File: config.mk
export PLATFORM = sky130hd
export DESIGN_NAME = chgctl_top
export DESIGN_NICKNAME = d
export VERILOG_FILES = /design/src/chgctl_pkg.sv /design/src/chgctl_top.sv
export SDC_FILE = /design/constraint.sdc
export NUM_CORES = 1
export LEC_CHECK = 0
export ABC_AREA = 1
export BUFFER_PORTS_ARGS = -buffer_cell sky130_fd_sc_hd__buf_2
export CAP_MARGIN = 15
export CELL_PAD_IN_SITES_DETAIL_PLACEMENT = 1
export CELL_PAD_IN_SITES_GLOBAL_PLACEMENT = 1
export CORE_UTILIZATION = 38
export DETAILED_ROUTE_END_ITERATION = 10
export GPL_ROUTABILITY_DRIVEN = 0
export PLACE_DENSITY = 0.83
export SKIP_CTS_REPAIR_TIMING = 1
export SLEW_MARGIN = 10
export SYNTH_ARGS = -nofsm -noshare
export SYNTH_HDL_FRONTEND = slang
export SYNTH_SLANG_ARGS = --single-unit
File: constraint.sdc
create_clock -name clock -period 2.41 [get_ports clock]
set_input_delay 0.482 -clock clock [delete_from_list [all_inputs] [get_ports clock]]
set_output_delay 0.482 -clock clock [all_outputs]
set_load 0.02 [all_outputs]
File: src/chgctl_pkg.sv
// Shared constants and types for the charger cycle and comparator control
package chgctl_pkg;

  // ----------------------------------------------------------------
  // Clock and deglitch timing
  // ----------------------------------------------------------------
  localparam int CLK_NS  = 10;
  localparam int DEG0_NS = 100;
  localparam int DEG1_NS = 1000;
  localparam int DEG2_NS = 5000;
  localparam int DEG3_NS = 20000;
  localparam logic [11:0] DEG0_CYC = 12'((DEG0_NS + CLK_NS - 1) / CLK_NS);
  localparam logic [11:0] DEG1_CYC = 12'((DEG1_NS + CLK_NS - 1) / CLK_NS);
  localparam logic [11:0] DEG2_CYC = 12'((DEG2_NS + CLK_NS - 1) / CLK_NS);
  localparam logic [11:0] DEG3_CYC = 12'((DEG3_NS + CLK_NS - 1) / CLK_NS);

  // ----------------------------------------------------------------
  // Register offsets and reset values
  // ----------------------------------------------------------------
  localparam logic [7:0]  OFS_CONFIG = 8'h00;
  localparam logic [7:0]  OFS_CHARGE = 8'h04;
  localparam logic [7:0]  OFS_TERM   = 8'h08;
  localparam logic [7:0]  OFS_STATUS = 8'h0c;
  localparam logic [31:0] CONFIG_RST = 32'h0000_0002;
  localparam logic [31:0] CHARGE_RST = 32'h0000_0000;
  localparam logic [31:0] TERM_RST   = 32'h0000_0004;
  localparam logic [1:0]  RESP_OKAY  = 2'h0;
  localparam logic [1:0]  RESP_SLV   = 2'h2;

  // CONFIG bit positions
  localparam int B_EXT     = 0;
  localparam int B_LP      = 1;
  localparam int B_LDO_LP  = 2;
  localparam int B_CMP_SEL = 3;
  localparam int B_LATCH   = 4;
  localparam int B_POL     = 5;
  localparam int B_DEG     = 6;
  localparam int B_FRC     = 8;
  localparam int B_ADC     = 9;
  localparam int B_LP_CMP  = 10;
  localparam int B_AUTO    = 11;
  localparam int B_HOLD    = 12;
  // STATUS bit positions
  localparam int B_FRC_F   = 3;
  localparam int B_OV_F    = 4;
  localparam int B_CMP_N   = 5;

  // Charge phase codes
  localparam logic [2:0] PH_IDLE    = 3'h0;
  localparam logic [2:0] PH_TRICKLE = 3'h1;
  localparam logic [2:0] PH_PRE     = 3'h2;
  localparam logic [2:0] PH_CC      = 3'h3;
  localparam logic [2:0] PH_CV      = 3'h4;
  localparam logic [2:0] PH_DONE    = 3'h7;

  typedef enum logic [1:0] {ST_IDLE, ST_CHARGING, ST_DONE} chgctl_state_t;

  // Analog comparator and converter status inputs, synchronous to the clock
  typedef struct packed {
    logic vbus_gt_6v;
    logic vsys_gt_6v;
    logic vbus_higher;
    logic ext_ov;
    logic cmp_pin_high;
    logic conv_running;
    logic adapter_present;
    logic start_cmd;
    logic ichg_below_term;
    logic vbat_below_rechg;
    logic dpm_active;
    logic vbat_below_short;
    logic vbat_below_vsysmin;
    logic cv_loop;
    logic prot_fault;
    logic timer_fault;
  } chgctl_sense_t;

  // Controls to the analog and converter blocks
  typedef struct packed {
    logic       ldo_src_sys;
    logic       ldo_target_low;
    logic       ldo_on;
    logic       ldo_full_cap;
    logic       conv_enable;
    logic       cmp_enable;
    logic       cmp_adc_enable;
    logic       cmp_out_n;
    logic       charge_enable;
    logic [7:0] charge_current;
    logic [7:0] charge_voltage;
    logic [7:0] term_current;
    logic [3:0] recharge_offset;
  } chgctl_ctrl_t;

endpackage

File: src/chgctl_top.sv
// Charger bias regulator, comparator and autonomous charge cycle control
//
// Local design decisions: the register offsets and the AXI4-Lite slave port.
`timescale 1ns/1ps
module chgctl_top
  import chgctl_pkg::*;
(
  input  wire logic                 clock,
  input  wire logic                 rst,
  input  wire chgctl_pkg::chgctl_sense_t sense,
  output chgctl_pkg::chgctl_ctrl_t  ctrl,
  output logic                      source_good_out,
  input  wire logic [7:0]           s_axi_awaddr,
  input  wire logic                 s_axi_awvalid,
  output logic                      s_axi_awready,
  input  wire logic [31:0]          s_axi_wdata,
  input  wire logic [3:0]           s_axi_wstrb,
  input  wire logic                 s_axi_wvalid,
  output logic                      s_axi_wready,
  output logic [1:0]                s_axi_bresp,
  output logic                      s_axi_bvalid,
  input  wire logic                 s_axi_bready,
  input  wire logic [7:0]           s_axi_araddr,
  input  wire logic                 s_axi_arvalid,
  output logic                      s_axi_arready,
  output logic [31:0]               s_axi_rdata,
  output logic [1:0]                s_axi_rresp,
  output logic                      s_axi_rvalid,
  input  wire logic                 s_axi_rready
);
  import chgctl_pkg::*;

  logic [31:0]   cfg;
  logic [31:0]   chg;
  logic [31:0]   term;
  logic          ov_fault;
  logic          frc_fault;
  logic [2:0]    phase;
  logic [7:0]    awaddr_q;
  logic [31:0]   wdata_q;
  logic [3:0]    wstrb_q;
  logic          aw_got;
  logic          w_got;
  logic          do_write;
  logic [31:0]   status_rd;
  logic [11:0]   deg_cnt;
  logic [11:0]   deg_len;
  logic          trip_deg;
  logic          latched;
  logic          latch_en_q;
  logic          adapter_q;
  logic          hold_q;
  logic          cur_zero_q;
  logic          cmp_en;
  logic          trip_now;
  logic          cmp_active;
  logic          adapter_fall;
  logic          start_ok;
  chgctl_state_t state;
  chgctl_state_t next_state;

  // ----------------------------------------------------------------
  // Register bus slave
  // ----------------------------------------------------------------
  // Merge byte lanes of a write into the old word
  function automatic logic [31:0] merge(input logic [31:0] old,
                                        input logic [31:0] nw,
                                        input logic [3:0]  be);
    logic [31:0] r;
    r = old;
    for (int i = 0; i < 4; i++) begin
      if (be[i]) begin
        r[i*8 +: 8] = nw[i*8 +: 8];
      end
    end
    return r;
  endfunction

  assign do_write = aw_got && w_got && !s_axi_bvalid;

  // Address and data are taken in either order, one write at a time
  always_ff @(posedge clock) begin
    if (rst) begin
      s_axi_awready <= 1'b1;
      s_axi_wready  <= 1'b1;
      aw_got        <= 1'b0;
      w_got         <= 1'b0;
      s_axi_bvalid  <= 1'b0;
      s_axi_bresp   <= RESP_OKAY;
      awaddr_q      <= 8'h00;
      wdata_q       <= 32'h0000_0000;
      wstrb_q       <= 4'h0;
    end else begin
      if (s_axi_awvalid && s_axi_awready) begin
        awaddr_q      <= s_axi_awaddr;
        aw_got        <= 1'b1;
        s_axi_awready <= 1'b0;
      end
      if (s_axi_wvalid && s_axi_wready) begin
        wdata_q      <= s_axi_wdata;
        wstrb_q      <= s_axi_wstrb;
        w_got        <= 1'b1;
        s_axi_wready <= 1'b0;
      end
      if (do_write) begin
        aw_got       <= 1'b0;
        w_got        <= 1'b0;
        s_axi_bvalid <= 1'b1;
        s_axi_bresp  <= (awaddr_q[7:2] <= OFS_STATUS[7:2]) ?
                        RESP_OKAY : RESP_SLV;
      end
      if (s_axi_bvalid && s_axi_bready) begin
        s_axi_bvalid  <= 1'b0;
        s_axi_awready <= 1'b1;
        s_axi_wready  <= 1'b1;
      end
    end
  end

  // Writable settings; new charge settings take effect at once
  always_ff @(posedge clock) begin
    if (rst) begin
      cfg  <= CONFIG_RST;
      chg  <= CHARGE_RST;
      term <= TERM_RST;
    end else if (do_write) begin
      unique case (awaddr_q[7:2])
        OFS_CONFIG[7:2]: cfg  <= merge(cfg, wdata_q, wstrb_q) & 32'h1fff;
        OFS_CHARGE[7:2]: chg  <= merge(chg, wdata_q, wstrb_q) & 32'hffff;
        OFS_TERM[7:2]:   term <= merge(term, wdata_q, wstrb_q) & 32'h0fff;
        default: ;
      endcase
    end
  end

  assign status_rd = {26'h0, ctrl.cmp_out_n, ov_fault, frc_fault, phase};

  // Reads answer one cycle after the address is taken
  always_ff @(posedge clock) begin
    if (rst) begin
      s_axi_arready <= 1'b1;
      s_axi_rvalid  <= 1'b0;
      s_axi_rdata   <= 32'h0000_0000;
      s_axi_rresp   <= RESP_OKAY;
    end else if (s_axi_arvalid && s_axi_arready) begin
      s_axi_arready <= 1'b0;
      s_axi_rvalid  <= 1'b1;
      s_axi_rresp   <= RESP_OKAY;
      unique case (s_axi_araddr[7:2])
        OFS_CONFIG[7:2]: s_axi_rdata <= cfg;
        OFS_CHARGE[7:2]: s_axi_rdata <= chg;
        OFS_TERM[7:2]:   s_axi_rdata <= term;
        OFS_STATUS[7:2]: s_axi_rdata <= status_rd;
        default: begin
          s_axi_rdata <= 32'h0000_0000;
          s_axi_rresp <= RESP_SLV;
        end
      endcase
    end else if (s_axi_rvalid && s_axi_rready) begin
      s_axi_rvalid  <= 1'b0;
      s_axi_arready <= 1'b1;
    end
  end

  // ----------------------------------------------------------------
  // Independent comparator
  // ----------------------------------------------------------------
  assign adapter_fall = adapter_q && !sense.adapter_present;
  assign cmp_en = !cfg[B_CMP_SEL] &&
                  (!(cfg[B_LP] && !sense.adapter_present) || cfg[B_LP_CMP]);
  // polarity picks which pin level trips
  assign trip_now   = cmp_en && (sense.cmp_pin_high == cfg[B_POL]);
  assign cmp_active = trip_deg || latched;

  always_comb begin
    unique case (cfg[B_DEG +: 2])
      2'h0: deg_len = DEG0_CYC;
      2'h1: deg_len = DEG1_CYC;
      2'h2: deg_len = DEG2_CYC;
      2'h3: deg_len = DEG3_CYC;
    endcase
  end

  // A change must persist for the whole deglitch length to pass
  always_ff @(posedge clock) begin
    if (rst) begin
      deg_cnt  <= 12'h000;
      trip_deg <= 1'b0;
    end else if (trip_now == trip_deg) begin
      deg_cnt <= 12'h000;
    end else if (deg_cnt >= deg_len - 12'h001) begin
      deg_cnt  <= 12'h000;
      trip_deg <= trip_now;
    end else begin
      deg_cnt <= deg_cnt + 12'h001;
    end
  end

  // Latch: a fresh trip wins over the release toggle
  always_ff @(posedge clock) begin
    if (rst) begin
      latched    <= 1'b0;
      latch_en_q <= 1'b0;
    end else begin
      latch_en_q <= cfg[B_LATCH];
      if (cfg[B_LATCH] && trip_deg) begin
        latched <= 1'b1;
      end else if (cfg[B_LATCH] != latch_en_q) begin
        latched <= 1'b0;
      end
    end
  end

  // ----------------------------------------------------------------
  // Faults
  // ----------------------------------------------------------------
  // Over-voltage is sticky until software writes one to clear it;
  // a live over-voltage re-sets it in the same cycle
  always_ff @(posedge clock) begin
    if (rst) begin
      ov_fault <= 1'b0;
    end else if (sense.ext_ov) begin
      ov_fault <= 1'b1;
    end else if (do_write && awaddr_q[7:2] == OFS_STATUS[7:2] &&
                 wstrb_q[0] && wdata_q[B_OV_F]) begin
      ov_fault <= 1'b0;
    end
  end

  // Forced shutdown tracks the comparator; one clear on adapter removal
  always_ff @(posedge clock) begin
    if (rst) begin
      frc_fault <= 1'b0;
      adapter_q <= 1'b0;
    end else begin
      adapter_q <= sense.adapter_present;
      if (adapter_fall) begin
        frc_fault <= 1'b0;
      end else begin
        frc_fault <= cfg[B_FRC] && cmp_active;
      end
    end
  end

  // ----------------------------------------------------------------
  // Autonomous charge cycle
  // ----------------------------------------------------------------
  // start conditions
  assign start_ok = sense.conv_running && cfg[B_AUTO] &&
                    chg[7:0] != 8'h00 && !cfg[B_HOLD] &&
                    !sense.prot_fault && !frc_fault &&
                    !sense.timer_fault;

  always_comb begin
    next_state = state;
    unique case (state)
      ST_IDLE: begin
        if (start_ok) begin
          next_state = ST_CHARGING;
        end
      end
      ST_CHARGING: begin
        if (!start_ok) begin
          next_state = ST_IDLE;
        end else if (sense.ichg_below_term && !sense.vbat_below_rechg &&
                     !sense.dpm_active) begin
          next_state = ST_DONE;
        end
      end
      ST_DONE: begin
        if (!cfg[B_AUTO] || sense.timer_fault) begin
          next_state = ST_IDLE;
        end else if (start_ok && (sense.vbat_below_rechg ||
                     (hold_q && !cfg[B_HOLD]) || cur_zero_q)) begin
          next_state = ST_CHARGING;
        end
      end
      default: next_state = ST_IDLE;
    endcase
  end

  always_ff @(posedge clock) begin
    if (rst) begin
      state      <= ST_IDLE;
      hold_q     <= 1'b0;
      cur_zero_q <= 1'b1;
    end else begin
      state      <= next_state;
      hold_q     <= cfg[B_HOLD];
      cur_zero_q <= chg[7:0] == 8'h00;
    end
  end

  always_ff @(posedge clock) begin
    if (rst) begin
      phase <= PH_IDLE;
    end else if (state == ST_DONE) begin
      phase <= PH_DONE;
    end else if (state != ST_CHARGING) begin
      phase <= PH_IDLE;
    end else if (sense.vbat_below_short) begin
      phase <= PH_TRICKLE;
    end else if (sense.vbat_below_vsysmin) begin
      phase <= PH_PRE;
    end else begin
      phase <= sense.cv_loop ? PH_CV : PH_CC;
    end
  end

  // ----------------------------------------------------------------
  // Output controls, all registered
  // ----------------------------------------------------------------
  always_ff @(posedge clock) begin
    if (rst) begin
      ctrl            <= '0;
      ctrl.cmp_out_n  <= 1'b1;
      source_good_out <= 1'b0;
    end else begin
      if (sense.vbus_gt_6v == sense.vsys_gt_6v) begin
        ctrl.ldo_src_sys <= sense.vbus_gt_6v ? sense.vbus_higher
                                             : !sense.vbus_higher;
      end else begin
        ctrl.ldo_src_sys <= sense.vsys_gt_6v;
      end
      ctrl.ldo_target_low <= cfg[B_EXT];
      ctrl.ldo_on       <= !cfg[B_LP] || cfg[B_LDO_LP] || sense.start_cmd;
      ctrl.ldo_full_cap <= !cfg[B_LP] || sense.start_cmd;
      // stop switching and drop source good on faults
      ctrl.conv_enable <= !(sense.ext_ov || ov_fault ||
                            (cfg[B_FRC] && cmp_active));
      source_good_out  <= sense.adapter_present && !sense.ext_ov &&
                          !ov_fault && !(cfg[B_FRC] && cmp_active);
      ctrl.cmp_enable     <= cmp_en;
      // converter channel independent of pin function
      ctrl.cmp_adc_enable <= cfg[B_ADC];
      ctrl.cmp_out_n      <= !cmp_active;
      ctrl.charge_enable  <= state == ST_CHARGING;
      ctrl.charge_current <= chg[7:0];
      ctrl.charge_voltage <= chg[15:8];
      ctrl.term_current   <= term[7:0];
      ctrl.recharge_offset <= term[11:8];
    end
  end
endmodule
==> metrics <==
status finished, final reports clean; Initial Util 39.1%; num ports roughly 150; Antenna Nets Post-Route 0; Max Clock Skew 0.00979 ns; Worst EP required 2.77 ns; Worst Setup End Kind register; Sink Count approximately 150; f_max 469 MHz; CP max FO 12; grt ovf 0; Synth top area share 49.2%; synth top area cells dfxtp_1 (49%), nor2_1 (10%), nand2_1 (5.7%); H-tree depth 4; minimum clock period 2.13 ns; CP arrival 2.49 ns; Row Count 46; largest net degree at the start of global routing between 50 and 60; setup violators final 0; Endpoint, Worst Hold phase[2]; Distinct cells, synth 39; cts bufs inserted 17; CTS clk-pin slew, worst paths 0.06 ns; WP buf/inv 4; period utilisation layout 88.4%; Hold Startpoint sense[4]; Syn. warnings 0; worst relative slew slack 60.0%; Core Area between 15,000 and 20,000 um^2; r2r setup slk 0.28 ns; die extent in y ~130 um; most common cell after layout, fill and taps aside nor2_1; Hold Crit Class input port to register; Setup Crit Path Kind register to register; detailed-route vias per instance 4.81; via count 5,479; GRT Overall Usage 21.0%; WHS Path Cells 2; Leak 3.37 nW; hpwl dp 12.0 mm; sequential fraction of the synthesis area 49.2%; number of fill cells in the layout ~2,000; synthesized area per cell 7.81 um^2; Port Buffers 113; critical path's largest stage delay 0.39 ns; critical path's top delay family adder cells; number of global-route vias before repair 5,343; Cell Area, Synth 6230 um^2; worst slew pin tran 0.599 ns; CTS root buffer clkbuf_16; critical path, cell by cell inv_1, ha_1, inv_1, ha_1, nand2_1, nand2_1, nand2_1, nand2_1, nand2_1, nand3_1, inv_1, nand2_1, buf_4, nor2_1; Max IR drop VDD about 0.51 mV; Max Cap Viol 0; Mapped Cells approximately 800; largest area contributor in the netlist dfxtp_1; CTS Buffer Depth 2; Slew Viols, Final 0; first-pass GRT wire length roughly 27 mm; total power 5.84 mW; CTS tree yes; Sum Neg Setup Slack 0 ns; n_diodes 0; flops & latches, synth 153; Die Width 130 um; final wirelength 16.9 mm; worst r2r path cells 14; worst r2r dst deg_cnt[8]; TritonRoute pass-1 iters 4; Area Overhead vs Synth 21.6%; Power Dens Cells 771 nW/um^2; CP max stage cell dfxtp_1; Total Nets Final ~1,000; DRT iter0 DRCs 281; die area 16,900 um^2; RSZ-0062 raised after global routing false; Critical Path Start cfg[6]; Crit path top cell by count nand2_1; clk_lat worst skew ~0.43 ns; Startpoint Class register; most frequent cells in the layout nor2_1 (170), dfxtp_1 (153), buf_2 (113), nand2_1 (95), inv_1 (90); reg-to-reg startpoint cfg[6]; DRC violations left 0; post-route insts no fill 1,139; Wirelength per Cell 14.8 um; initial antenna violation count 0; layout cells sized above 1 between 20 and 25%; placed insts 1,107; final hold violation count 0
==> power by group <==
part | internal, mW | leakage [nW] | switching, mW | total (mW)
clock | 1.78 | 0.306 | 1.04 | 2.83
sequential | 2.59 | 1.24 | 0.0507 | 2.64
combinational | 0.117 | 1.82 | 0.256 | 0.373
==> registers in the layout, summed over array words and instances (netlist names), 2 cells and up <==
register	count
s_axi_rdata	16
wstrb_q	2
term	12
chg	16
ctrl	37
state	2
wdata_q	16
deg_cnt	12
awaddr_q	6
phase	3
cfg	13
==> layer usage <==
layer	vias up	global-route usage (%)	part of all wire, %
li1	2728	-	-
met1	2594	26.5	44
met2	141	35.6	49
met3	16	4.55	5.6
met4	0	6.84	1.4
met5	-	0	0
==> area by class of cell <==
type	count	area, um^2	share of cell area, %
clock inverter	12	173	2.28
inverter	97	364	4.81
timing repair buffer	123	653	8.62
sequential	153	3060	40.4
tap	216	270	3.57
multi-input combinational	518	2590	34.3
clock buffer	20	457	6.03
==> cells in the mapped netlist (all sizes together) <==
cell and n:
nor2 182, buf 35, a21oi 64, o31ai 1, a21o 1, xor2 4
nor4 1, o211ai 7, inv 97, a21boi 1, o41ai 1, clkbuf 11
nand3b 2, o22ai 1, nand4 16, nand3 16, nor3 3, o21ai 74
a211oi 1, ha 17, a311oi 1, or2 1, a31oi 3, xnor2 7
nand2 95, dfxtp 153, conb 2
==> worst max path at each step <==
stage,depth (start not counted),slack (ns),end
6_report,14,0.28,deg_cnt[8]
5_1_grt,14,0.09,deg_cnt[8]
4_1_cts,14,0.28,deg_cnt[8]
3_5_place_dp,14,0.34,deg_cnt[11]
3_3_place_gp,14,0.46,deg_cnt[11]
2_1_floorplan,14,0.58,deg_cnt[2]
==> worst register-to-register path, stage by stage, from the launching register on <==
cell     delay, ns
dfxtp_1       0.39
inv_1         0.14
ha_1          0.33
inv_1         0.05
ha_1          0.29
nand2_1       0.08
nand2_1       0.06
nand2_1       0.06
nand2_1       0.05
nand2_1       0.06
nand3_1       0.14
inv_1         0.09
nand2_1       0.05
buf_4         0.18
nor2_1        0.10
==> stage by stage <==
stage          hold slack, ns  util (%)  worst slack [ns]  cell area [um^2]
2_1_floorplan           0.395         -             0.577              6290
3_3_place_gp            0.413      43.6             0.465              6950
3_5_place_dp            0.415      43.6             0.336              6950
4_1_cts                 0.259      47.5             0.280              7570
5_1_grt                 0.273      47.5            0.0929              7570
6_report                0.270      47.5             0.280              7570
==> kinds of logic (layout without fill, tap and decap cells) <==
logic type,after synthesis,after routing,synth area share (%)
AOI/OAI and AO/OA,155,155,13.6
DFF,153,153,49.2
adders and majority gates,17,17,3.41
xor gates and xnor gates,11,11,1.55
and+or+nand+nor,316,316,21.9
other,2,19,0.121
buffers and inverters,143,252,10.2
Note: power is estimated with default switching activity, not from simulation.
